**config.mk**
```make
export PLATFORM = sky130hd
export DESIGN_NAME = core_sfr_bank
export DESIGN_NICKNAME = d
export VERILOG_FILES = /design/src/rtl/core_sfr_pkg.sv /design/src/rtl/core_sfr_bank.sv /design/src/rtl/parity_calc.sv
export SDC_FILE = /design/constraint.sdc
export NUM_CORES = 1
export LEC_CHECK = 0
export BUFFER_PORTS_ARGS = -buffer_cell sky130_fd_sc_hd__buf_2
export CAP_MARGIN = 10
export CORE_UTILIZATION = 48
export CTS_CLUSTER_DIAMETER = 30
export DETAILED_ROUTE_END_ITERATION = 8
export PLACE_DENSITY = 0.81
export SLEW_MARGIN = 20
export SYNTH_ARGS = -nofsm -noshare
export SYNTH_HDL_FRONTEND = slang
export SYNTH_SLANG_ARGS = --single-unit
```
**constraint.sdc**
```tcl
create_clock -name clk -period 2.1 [get_ports clk]
set_input_delay 0.42 -clock clk [delete_from_list [all_inputs] [get_ports clk]]
set_output_delay 0.42 -clock clk [all_outputs]
set_load 0.02 [all_outputs]
```
**src/rtl/core_sfr_pkg.sv**
```systemverilog
// Constants for the core special function register bank
// Function
// - Status bit 0 holds accumulator parity, updated every cycle.
// - Pointer select 000 picks first pointer, 001 second; others reserved.
// - Trap choose bit 4: 0 post-increment code move, 1 software trap.
// - Status word bits 4 and 3 hold the two-bit register bank number.
// - Bank picks one of four eight-register groups in lowest 32 RAM bytes.
package core_sfr_pkg;
    // ----------------------------------------------------------------
    // Register addresses
    // ----------------------------------------------------------------
    localparam logic [7:0] ADDR_SP    = 8'h81;
    localparam logic [7:0] ADDR_DP0L  = 8'h82;
    localparam logic [7:0] ADDR_DP0H  = 8'h83;
    localparam logic [7:0] ADDR_DP1L  = 8'h84;
    localparam logic [7:0] ADDR_DP1H  = 8'h85;
    localparam logic [7:0] ADDR_EOC   = 8'hA2;
    localparam logic [7:0] ADDR_PSW   = 8'hD0;
    localparam logic [7:0] ADDR_ACC   = 8'hE0;
    localparam logic [7:0] ADDR_B     = 8'hF0;
    // ----------------------------------------------------------------
    // Reset values
    // ----------------------------------------------------------------
    localparam logic [7:0] RST_SP     = 8'h07;
    localparam logic [7:0] RST_ZERO   = 8'h00;
    // ----------------------------------------------------------------
    // Field positions
    // ----------------------------------------------------------------
    localparam int PSW_PARITY_BIT     = 0;
    localparam int PSW_BANK_LOW_BIT   = 3;
    localparam int PSW_BANK_HIGH_BIT  = 4;
    localparam int EOC_TRAP_BIT       = 4;
    localparam logic [7:0] EOC_WMASK  = 8'h17;
    localparam logic [2:0] PSEL_FIRST  = 3'h0;
    localparam logic [2:0] PSEL_SECOND = 3'h1;
    localparam int BANK_REGS          = 8;
endpackage : core_sfr_pkg

```
**src/rtl/core_sfr_bank.sv**
```systemverilog
// Core CPU special function registers: work, stack, pointer, status regs
`timescale 1ns/10ps
module core_sfr_bank (
    input  wire logic        clk,
    input  wire logic        sys_rst,
    input  wire logic [7:0]  sfr_addr,
    input  wire logic        sfr_wr,
    input  wire logic [7:0]  sfr_wdata,
    output logic [7:0]       sfr_rdata,
    output logic             sfr_hit,
    input  wire logic        acc_load,
    input  wire logic [7:0]  acc_value,
    input  wire logic        dptr_inc,
    output logic [15:0]      active_dptr,
    output logic [15:0]      first_data_pointer,
    output logic [15:0]      second_data_pointer,
    output logic             pointer_reserved,
    output logic             trap_instruction_choose,
    output logic [1:0]       bank_number,
    output logic [4:0]       bank_base_addr,
    output logic [7:0]       acc_out,
    output logic [7:0]       psw_out,
    output logic [7:0]       sp_out
);
    // ----------------------------------------------------------------
    // Register state
    // ----------------------------------------------------------------
    logic [7:0] sp_q, dp0l_q, dp0h_q, dp1l_q, dp1h_q;
    logic [7:0] eoc_q, psw_q, acc_q, b_q;
    logic       parity_q;

    // ----------------------------------------------------------------
    // Address decode
    // ----------------------------------------------------------------
    wire sel_sp   = (sfr_addr == core_sfr_pkg::ADDR_SP);
    wire sel_dp0l = (sfr_addr == core_sfr_pkg::ADDR_DP0L);
    wire sel_dp0h = (sfr_addr == core_sfr_pkg::ADDR_DP0H);
    wire sel_dp1l = (sfr_addr == core_sfr_pkg::ADDR_DP1L);
    wire sel_dp1h = (sfr_addr == core_sfr_pkg::ADDR_DP1H);
    wire sel_eoc  = (sfr_addr == core_sfr_pkg::ADDR_EOC);
    wire sel_psw  = (sfr_addr == core_sfr_pkg::ADDR_PSW);
    wire sel_acc  = (sfr_addr == core_sfr_pkg::ADDR_ACC);
    wire sel_b    = (sfr_addr == core_sfr_pkg::ADDR_B);

    wire [2:0] psel = eoc_q[2:0];
    wire use_first  = (psel == core_sfr_pkg::PSEL_FIRST);
    wire use_second = (psel == core_sfr_pkg::PSEL_SECOND);

    wire [15:0] dp0 = {dp0h_q, dp0l_q};
    wire [15:0] dp1 = {dp1h_q, dp1l_q};
    // Reserved codes fall back to the first pointer so fetches stay sane
    wire [15:0] dsel = use_second ? dp1 : dp0;
    wire [15:0] dinc = dsel + 16'h0001;
    wire inc0 = dptr_inc && !use_second;
    wire inc1 = dptr_inc && use_second;

    // Helper registers parity of the next accumulator value, so the flag
    // changes in the same cycle as the register it describes
    wire [7:0] psw_view = {psw_q[7:1], parity_q};

    wire [7:0] rd_mux =
        sel_sp   ? sp_q   :
        sel_dp0l ? dp0l_q :
        sel_dp0h ? dp0h_q :
        sel_dp1l ? dp1l_q :
        sel_dp1h ? dp1h_q :
        sel_eoc  ? (eoc_q & core_sfr_pkg::EOC_WMASK) :
        sel_psw  ? psw_view :
        sel_acc  ? acc_q  :
        sel_b    ? b_q    : 8'h00;

    wire hit = sel_sp | sel_dp0l | sel_dp0h | sel_dp1l | sel_dp1h
             | sel_eoc | sel_psw | sel_acc | sel_b;

    // ----------------------------------------------------------------
    // Parity helper
    // ----------------------------------------------------------------
    wire [7:0] acc_d = (sfr_wr && sel_acc) ? sfr_wdata :
                       acc_load            ? acc_value : acc_q;

    parity_calc #(.WIDTH(8)) u_parity (
        .clk     (clk),
        .sys_rst (sys_rst),
        .data    (acc_d),
        .odd_q   (parity_q)
    );

    // ----------------------------------------------------------------
    // Registers
    // ----------------------------------------------------------------
    always_ff @(posedge clk) begin
        if (sys_rst) begin
            sp_q   <= core_sfr_pkg::RST_SP;
            acc_q  <= core_sfr_pkg::RST_ZERO;
            b_q    <= core_sfr_pkg::RST_ZERO;
            psw_q  <= core_sfr_pkg::RST_ZERO;
            eoc_q  <= core_sfr_pkg::RST_ZERO;
        end else begin
            acc_q <= acc_d;
            if (sfr_wr && sel_sp)  sp_q  <= sfr_wdata;
            if (sfr_wr && sel_b)   b_q   <= sfr_wdata;
            if (sfr_wr && sel_psw) psw_q <= sfr_wdata;
            if (sfr_wr && sel_eoc)
                eoc_q <= sfr_wdata & core_sfr_pkg::EOC_WMASK;
        end
    end

    // Bus write beats the auto increment on the same byte
    always_ff @(posedge clk) begin
        if (sys_rst) begin
            dp0l_q <= core_sfr_pkg::RST_ZERO;
            dp0h_q <= core_sfr_pkg::RST_ZERO;
            dp1l_q <= core_sfr_pkg::RST_ZERO;
            dp1h_q <= core_sfr_pkg::RST_ZERO;
        end else begin
            if (sfr_wr && sel_dp0l)  dp0l_q <= sfr_wdata;
            else if (inc0)           dp0l_q <= dinc[7:0];
            if (sfr_wr && sel_dp0h)  dp0h_q <= sfr_wdata;
            else if (inc0)           dp0h_q <= dinc[15:8];
            if (sfr_wr && sel_dp1l)  dp1l_q <= sfr_wdata;
            else if (inc1)           dp1l_q <= dinc[7:0];
            if (sfr_wr && sel_dp1h)  dp1h_q <= sfr_wdata;
            else if (inc1)           dp1h_q <= dinc[15:8];
        end
    end

    // ----------------------------------------------------------------
    // Outputs
    // ----------------------------------------------------------------
    assign sfr_rdata = rd_mux;
    assign sfr_hit = hit;
    assign active_dptr = dsel;
    assign first_data_pointer = dp0;
    assign second_data_pointer = dp1;
    assign pointer_reserved = !(use_first || use_second);
    // Software must hold this low; the core decodes it anyway
    assign trap_instruction_choose =
        eoc_q[core_sfr_pkg::EOC_TRAP_BIT];
    assign bank_number = {psw_q[core_sfr_pkg::PSW_BANK_HIGH_BIT],
                          psw_q[core_sfr_pkg::PSW_BANK_LOW_BIT]};
    assign bank_base_addr = {bank_number, 3'h0};
    assign acc_out = acc_q;
    assign psw_out = psw_view;
    assign sp_out = sp_q;

    // ----------------------------------------------------------------
    // Checks
    // ----------------------------------------------------------------
    // Parity is judged against the stored accumulator, the value software
    // reads back, so a misaligned helper shows up here
    a_parity_tracks_acc: assert property (
        @(posedge clk) disable iff (sys_rst)
        psw_out[core_sfr_pkg::PSW_PARITY_BIT] == ^acc_q)
        else $error("parity flag wrong");
    a_parity_after_load: assert property (
        @(posedge clk) disable iff (sys_rst)
        (acc_load && !(sfr_wr && sel_acc)) |=>
        psw_out[core_sfr_pkg::PSW_PARITY_BIT] == ^$past(acc_value))
        else $error("parity not taken from core load");
    a_acc_write: assert property (
        @(posedge clk) disable iff (sys_rst)
        (sfr_wr && sel_acc) |=> acc_out == $past(sfr_wdata))
        else $error("accumulator write lost");
    a_pointer_select: assert property (
        @(posedge clk) disable iff (sys_rst)
        (eoc_q[2:0] == core_sfr_pkg::PSEL_SECOND) |->
        active_dptr == {dp1h_q, dp1l_q})
        else $error("second pointer not selected");
    a_pointer_first: assert property (
        @(posedge clk) disable iff (sys_rst)
        (eoc_q[2:0] == core_sfr_pkg::PSEL_FIRST) |->
        active_dptr == {dp0h_q, dp0l_q})
        else $error("first pointer not selected");
    // Reserved codes must not wander off to the second pointer
    a_pointer_reserved: assert property (
        @(posedge clk) disable iff (sys_rst)
        (eoc_q[2:0] > core_sfr_pkg::PSEL_SECOND) |->
        pointer_reserved && active_dptr == {dp0h_q, dp0l_q})
        else $error("reserved code handled wrong");
    a_second_inc: assert property (
        @(posedge clk) disable iff (sys_rst)
        (dptr_inc && !sfr_wr && eoc_q[2:0] == core_sfr_pkg::PSEL_SECOND)
        |=> second_data_pointer == $past(second_data_pointer) + 16'h0001
        && first_data_pointer == $past(first_data_pointer))
        else $error("second pointer step wrong");
    a_trap_write: assert property (
        @(posedge clk) disable iff (sys_rst)
        (sfr_wr && sfr_addr == core_sfr_pkg::ADDR_EOC) |=>
        trap_instruction_choose ==
            $past(sfr_wdata[core_sfr_pkg::EOC_TRAP_BIT]))
        else $error("trap bit not stored");
    a_spare_bits_zero: assert property (
        @(posedge clk) disable iff (sys_rst)
        (eoc_q & ~core_sfr_pkg::EOC_WMASK) == 8'h00)
        else $error("spare control bits set");
    a_bank_write: assert property (
        @(posedge clk) disable iff (sys_rst)
        (sfr_wr && sfr_addr == core_sfr_pkg::ADDR_PSW) |=>
        bank_number == $past({sfr_wdata[core_sfr_pkg::PSW_BANK_HIGH_BIT],
                              sfr_wdata[core_sfr_pkg::PSW_BANK_LOW_BIT]}))
        else $error("bank bits wrong");
    a_bank_base: assert property (
        @(posedge clk) disable iff (sys_rst)
        bank_base_addr == 5'(psw_out[core_sfr_pkg::PSW_BANK_HIGH_BIT -: 2]
            * core_sfr_pkg::BANK_REGS))
        else $error("bank base wrong");
    a_dptr_inc: assert property (
        @(posedge clk) disable iff (sys_rst)
        (dptr_inc && !sfr_wr && eoc_q[2:0] == core_sfr_pkg::PSEL_FIRST) |=>
        first_data_pointer == $past(first_data_pointer) + 16'h0001)
        else $error("pointer not incremented");
    // A bus write and a step on the same pointer: the written byte keeps
    // the bus value, the other byte still takes the step
    a_write_beats_inc: assert property (
        @(posedge clk) disable iff (sys_rst)
        (sfr_wr && sel_dp0l && inc0) |=>
        dp0l_q == $past(sfr_wdata) && dp0h_q == $past(dinc[15:8]))
        else $error("write and step collide wrongly");
    a_sp_reset: assert property (
        @(posedge clk)
        $fell(sys_rst) |-> sp_out == core_sfr_pkg::RST_SP)
        else $error("stack pointer reset value wrong");
    a_unmapped_zero: assert property (
        @(posedge clk) disable iff (sys_rst)
        !sfr_hit |-> sfr_rdata == 8'h00)
        else $error("unmapped read not zero");
    c_second_used: cover property (@(posedge clk) use_second && dptr_inc);
    c_trap_set: cover property (@(posedge clk) trap_instruction_choose);
    c_bank3: cover property (@(posedge clk) bank_number == 2'h3);
    c_reserved_code: cover property (@(posedge clk) pointer_reserved);
    c_write_step: cover property (@(posedge clk) sfr_wr && sel_dp0l && inc0);
endmodule : core_sfr_bank

```
**src/rtl/parity_calc.sv**
```systemverilog
// Even/odd parity of one WIDTH-bit word, registered
`timescale 1ns/10ps
module parity_calc #(
    parameter int WIDTH = 8
) (
    input  wire logic             clk,
    input  wire logic             sys_rst,
    input  wire logic [WIDTH-1:0] data,
    output logic                  odd_q
);
    if (WIDTH < 1) begin : g_width_check
        $error("parity_calc: WIDTH must be positive");
    end

    wire odd_d = ^data;

    always_ff @(posedge clk) begin
        if (sys_rst) odd_q <= 1'b0;
        else         odd_q <= odd_d;
    end
endmodule : parity_calc

```
# After elaboration in Yosys (flattened, before gate mapping)
# Index checks and enable logic that the tools add are counted.
# word_totals
ff_bits	69
# classes
muxes	20
n_reduce_logical	20
n_addsub	1
bitwise_logic	8
n_eq_ne	10
# ops
cell	count
$mux 8	19
$eq 8x8->1 const B	9
$add 16x1->16 const B	1
$mux 16	1
$logic_and 1x1->1	11
$or 1x1->1	8
$reduce_bool 2->1	4
$reduce_xor 8->1	1
$eq 3x1->1 const B	1
$logic_not 3->1	1
$logic_not 1->1	2
$logic_or 1x1->1	1

# Logic depth before layout (Yosys ltp)
# logic_depth
depth_word	10
ltp_mapped	12
mapped_depth_nobuf	8

# Modules after synthesis
# From an unflattened synthesis, not the netlist that was laid out.
# hier_totals
hier_cells	563
hier_area_um2	4325.4
# modules_own_cells
mod	area_each_um2	cells_per_inst	instances	seq_area_each_um2
core_sfr_bank	4240.3	554	1	1341.3
parity_calc	85.1	9	1	20.0

# Least setup slack after synthesis
# OpenSTA, ideal clock, no wires.
# synth_path
path_kind	flip-flop to flip-flop
from	reg eoc_q[0]
to	reg dp0h_q[2]
setup_slack_ns	-0.412
setup_ns	0.091
arrival_time_ns	2.421
stages_incl_launch_ff	11
required_time_ns	2.009
period_less_slack_ns	2.512
path_cell_list	dfxtp_1 nor3b_1 buf_2 buf_1 nand2_1 nand2_1 ha_1 buf_2 o21ai_1 or3_1 a311oi_1
# synth_via
elab_chain_cells	5
# synth_rtl
item	line	text
start, declared	core_sfr_bank.sv:29	logic [7:0] eoc_q, psw_q, acc_q, b_q;
start signal, assigned	core_sfr_bank.sv:97	eoc_q <= core_sfr_pkg::RST_ZERO;
start signal, assigned	core_sfr_bank.sv:104	eoc_q <= sfr_wdata & core_sfr_pkg::EOC_WMASK;
$eq 3x1->1	core_sfr_bank.sv:47	wire use_second = (psel == core_sfr_pkg::PSEL_SECOND);
$mux 16	core_sfr_bank.sv:52	wire [15:0] dsel = use_second ? dp1 : dp0;
net active_dptr[0]	core_sfr_bank.sv:14	output logic [15:0] active_dptr,
$add 16x1->16	core_sfr_bank.sv:53	wire [15:0] dinc = dsel + 16'h0001;
$mux 8	core_sfr_bank.sv:119	else if (inc0) dp0h_q <= dinc[15:8];
$mux 8	core_sfr_bank.sv:118	if (sfr_wr && sel_dp0h) dp0h_q <= sfr_wdata;
end signal, assigned	core_sfr_bank.sv:112	dp0h_q <= core_sfr_pkg::RST_ZERO;
end signal, assigned	core_sfr_bank.sv:118	
end signal, assigned	core_sfr_bank.sv:119	
end, declared	core_sfr_bank.sv:28	logic [7:0] sp_q, dp0l_q, dp0h_q, dp1l_q, dp1h_q;
# The timed path passes the listed nets, and every way through them passes these cells. The select of a mux whose other input is x is not followed.
# A chain may end at the register's enable or synchronous reset.

# Worst setup path after layout
# layout_path
from	reg eoc_q[2]
to	out active_dptr[5]
# layout_via
elab_chain_cells	2
# layout_rtl
item	line
$eq 3x1->1	core_sfr_bank.sv:47
$mux 16	core_sfr_bank.sv:52
end, declared	core_sfr_bank.sv:14
# No other way between the ends.

==> flow_summary.json <==
{
  "floorplan.initialDensity": 0.5031,
  "worstSetupEndpointType": "output port",
  "rsz0062_at_grt": "yes",
  "global_route.usage.met2": 0.5639,
  "vias_per_cell": 6.407,
  "netSwitchingPower_w": 0.0009408,
  "worst_hold_path_depth": 2,
  "via_count": 5350,
  "ys_seq_area_frac": 0.3043,
  "synth_seq_cells": 68,
  "drive_above_1_share": 0.4718,
  "ys_warn_count": 0,
  "post-dp-hpwl_um": 11600,
  "worstPathArrival_ns": 1.88,
  "worst-setup-path-type": "flop to output port",
  "dominant_delay_contributor_by_cell_family_on_the_critical_path": "buffers and inverters",
  "drtPass1Iterations": 7,
  "overall_overflow_remaining_after_global_route": 0,
  "worst-slew-pin-transition_ns": 0.5902,
  "reg2reg_to": "dp0h_q[4]",
  "vdd_drop_max_mv": 0.3392,
  "r2r.worst_path.cells": 11,
  "grt_util_all_layers": 0.3514,
  "finalWeightedCongestion": 0.9907,
  "tritoncts_clock_tree": "built",
  "drv_slew": 0,
  "rrSetupSlack_ns": -0.07,
  "regArea_um2": 1369,
  "finalNetCount": 752,
  "comb_power_share": 0.168,
  "endpoint_with_the_worst_hold_slack": "dp1h_q[5]",
  "routed_wirelength_um": 18270,
  "run_status": "finished with violations",
  "yosys_most_used_dff": "sky130_fd_sc_hd__dfxtp_1",
  "tritoncts_num_sinks": 68,
  "slowest_delay_ns": 0.39,
  "synth_area_per_cell_um2": 8.192,
  "cp_cell_sequence": "or3b_4 -> buf_8 -> buf_12 -> mux2_4 -> buf_6",
  "switching_share": 0.3112,
  "area_inside_the_core_boundary_um2": 8891,
  "die-area_um2": 9709,
  "port_buffers": 115,
  "setup_viol": 30,
  "antenna_diode_count": 0,
  "power.density_cell_area_nw_per_um2": 444.5,
  "worstHoldStart": "sys_rst",
  "power.clock.fraction": 0.389,
  "syn_area_um2": 4473,
  "timing.fmax_mhz": 434.6,
  "detailedRoute.firstIterationViolations": 644,
  "nFillCells": 558,
  "number_of_synthesized_flops_with_an_enable_pin": 0,
  "share_seq_of_total_power": 0.443,
  "met3_grt_util": 0.07234,
  "synth.distinct_cells": 57,
  "violations": "DRC, setup timing",
  "areaGrowthSynthToFinish_pct": 52.06,
  "dieHeight_um": 98.54,
  "place_worst_setup_slack_ns": -0.2343,
  "crit_cells": 5,
  "setup-tns-final_ns": -3.005,
  "maxCapViolations": 0,
  "insertion_delay_ns": 0.37,
  "synthCells": 546,
  "htreeDepth": 3,
  "totalPowerFinal_w": 0.003023,
  "final.setup_skew_ns": 0.01680,
  "period_needed_ns": 2.301,
  "std_cell_rows": 34,
  "critical_path.slowest_cell": "sky130_fd_sc_hd__or3b_4",
  "gr-usage-met1": 0.4439,
  "multi_input_logic_area_um2": 3397,
  "drt.antenna.violating_nets": 0,
  "busiest_layer": "met2",
  "worst-path-buf-inv": 3,
  "root_buffer": "sky130_fd_sc_hd__clkbuf_8",
  "grt_max_degree": 52,
  "antenna_found_initial": 0,
  "intPower_w": 0.002083,
  "top_level_ports": 119,
  "slew_headroom": 0.6065,
  "final_hold_vio_count": 0,
  "first_global_vias": 5185,
  "critical_path.startpoint": "eoc_q[2]",
  "cts_made_buffers": 9,
  "cell_with_the_most_instances_after_synthesis": "sky130_fd_sc_hd__nor2_1",
  "synth_async_sr_flop_share": 0,
  "yosysTopAreaCellShare": 0.3043,
  "layout_worst_path_cycle_share": 1.096,
  "rr_startpoint": "eoc_q[2]",
  "fin_ws_ns": -0.2008,
  "crit_fanout": 6,
  "synth.largest_area_cell": "sky130_fd_sc_hd__dfxtp_1",
  "clk_pin_slew_worst_paths_ns": 0.09,
  "chipWidth_um": 98.54,
  "cp.required_ns": 1.68,
  "power.static_leakage_nw": 3.105,
  "crit_path_start_kind": "flop",
  "grt_pass1_wl_um": 26570,
  "post_drt_wl_per_cell_um": 21.88,
  "netlist_top_cells_area": "sky130_fd_sc_hd__dfxtp_1 30%, sky130_fd_sc_hd__mux2i_1 12%, sky130_fd_sc_hd__nor2_1 6.1%",
  "hold_path_class": "primary input to flop",
  "synth_common_cells": "73 x sky130_fd_sc_hd__nor2_1, 68 x sky130_fd_sc_hd__dfxtp_1, 53 x sky130_fd_sc_hd__mux2i_1, 51 x sky130_fd_sc_hd__nand2_1, 34 x sky130_fd_sc_hd__clkbuf_1",
  "drc": 7,
  "clock_tree.buffer_depth": 2
}
power groups by stage:
stage	Sequential (W)	Combinational (W)	Clock [W]
after detailed placement	0.00137	0.000428	0
after floorplan	0.00138	0.000262	0
after CTS	0.00134	0.000463	0.00117
after global routing	0.00134	0.000530	0.00122
final	0.00134	0.000507	0.00118
after global placement	0.00137	0.000419	0
layout by cell type, fill, tap and decap left out, types with 8 or more instances in the layout:
cell type | Yosys | final
sky130_fd_sc_hd__a211oi_1 | 25 | 22
sky130_fd_sc_hd__a22oi_1 | 17 | 14
sky130_fd_sc_hd__buf_2 | 6 | 87
sky130_fd_sc_hd__buf_4 | 8 | 81
sky130_fd_sc_hd__buf_6 | 1 | 39
sky130_fd_sc_hd__clkbuf_8 | 0 | 9
sky130_fd_sc_hd__dfxtp_1 | 68 | 64
sky130_fd_sc_hd__inv_1 | 11 | 9
sky130_fd_sc_hd__mux2_2 | 16 | 14
sky130_fd_sc_hd__mux2i_1 | 53 | 51
sky130_fd_sc_hd__nand2_1 | 51 | 27
sky130_fd_sc_hd__nand2_2 | 0 | 16
sky130_fd_sc_hd__nand2_4 | 0 | 8
sky130_fd_sc_hd__nand3_1 | 10 | 10
sky130_fd_sc_hd__nand4_1 | 9 | 9
sky130_fd_sc_hd__nor2_1 | 73 | 70
sky130_fd_sc_hd__o21ai_0 | 14 | 8
sky130_fd_sc_hd__xnor2_1 | 18 | 18
sky130_fd_sc_hd__xor2_1 | 19 | 18
routing by layer:
layer / up-vias / share of wire
met4: 0 / 0.061
met1: 2501 / 0.38
met2: 421 / 0.45
met5: - / 0
li1: 2326 / -
met3: 102 / 0.10
logic make-up (layout without fill, tap and decap cells):
family                     after synthesis  in the layout  share of synthesized area
buffers and inverters                   64            243                    0.06378
adders and majority gates                1              1                   0.002797
AOI/OAI and AO/OA                      113            113                     0.1796
other                                    1              3                  0.0008384
xor gates and xnor gates                37             37                    0.07245
DFF                                     68             68                     0.3043
and+or+nand+nor                        193            193                     0.2173
muxes                                   69             69                     0.1589
sequential cells by signal (all words and copies together) (netlist names):
signal,count
eoc_q,4
dp1h_q,8
dp1l_q,8
b_q,8
psw_q,7
dp0l_q,8
dp0h_q,8
u_parity.odd_q,1
sp_out,8
acc_out,8
timing repair:
action                                 4_1_cts  5_1_grt
hold buffers                                 0        0
endpoints found under the hold margin        0        0
setup buffers                               14       11
setup endpoints to repair                   26       49
pin swaps                                   16       36
gates resized for setup                     86      101
gates cloned                                 3        0
worst max path at each step:
stage / endpoint / slack (ns)
after floorplan: dp0h_q[6] / -0.05
after global placement: sfr_rdata[3] / -0.20
after detailed placement: dp1l_q[6] / -0.23
after CTS: active_dptr[12] / -0.18
after global routing: sfr_rdata[3] / -0.29
final: active_dptr[5] / -0.20
metrics by stage:
stage	cell area (µm²)	hold slack, ns	util	instances
4_1_cts	6329	0.3642	0.7118	826
2_1_floorplan	4594	0.4544	-	548
3_5_place_dp	5633	0.4762	0.6335	793
6_report	6802	0.3918	0.7650	835
5_1_grt	6802	0.4053	0.7650	835
3_3_place_gp	5633	0.4673	0.6335	793
area by class of cell:
class,instances,share of cell area
Clock buffer,9,0.01821
Clock inverter,7,0.01177
Inverter,11,0.006071
Multi-Input combinational cell,416,0.4994
Sequential cell,68,0.2013
Tap cell,108,0.01987
Timing Repair Buffer,216,0.2434
worst reg2reg max path, delay by kind of cell, from the launching register on:
family / cells / cell delay (ns)
flip-flops: 1 / 0.35
AO/OA/AOI/OAI: 2 / 0.37
buffers and inverters: 4 / 0.54
multiplexers: 1 / 0.08
AND/OR/NAND/NOR: 3 / 0.51
adder cells (fa/ha/maj): 1 / 0.21
(Power assumes the default switching activity.)
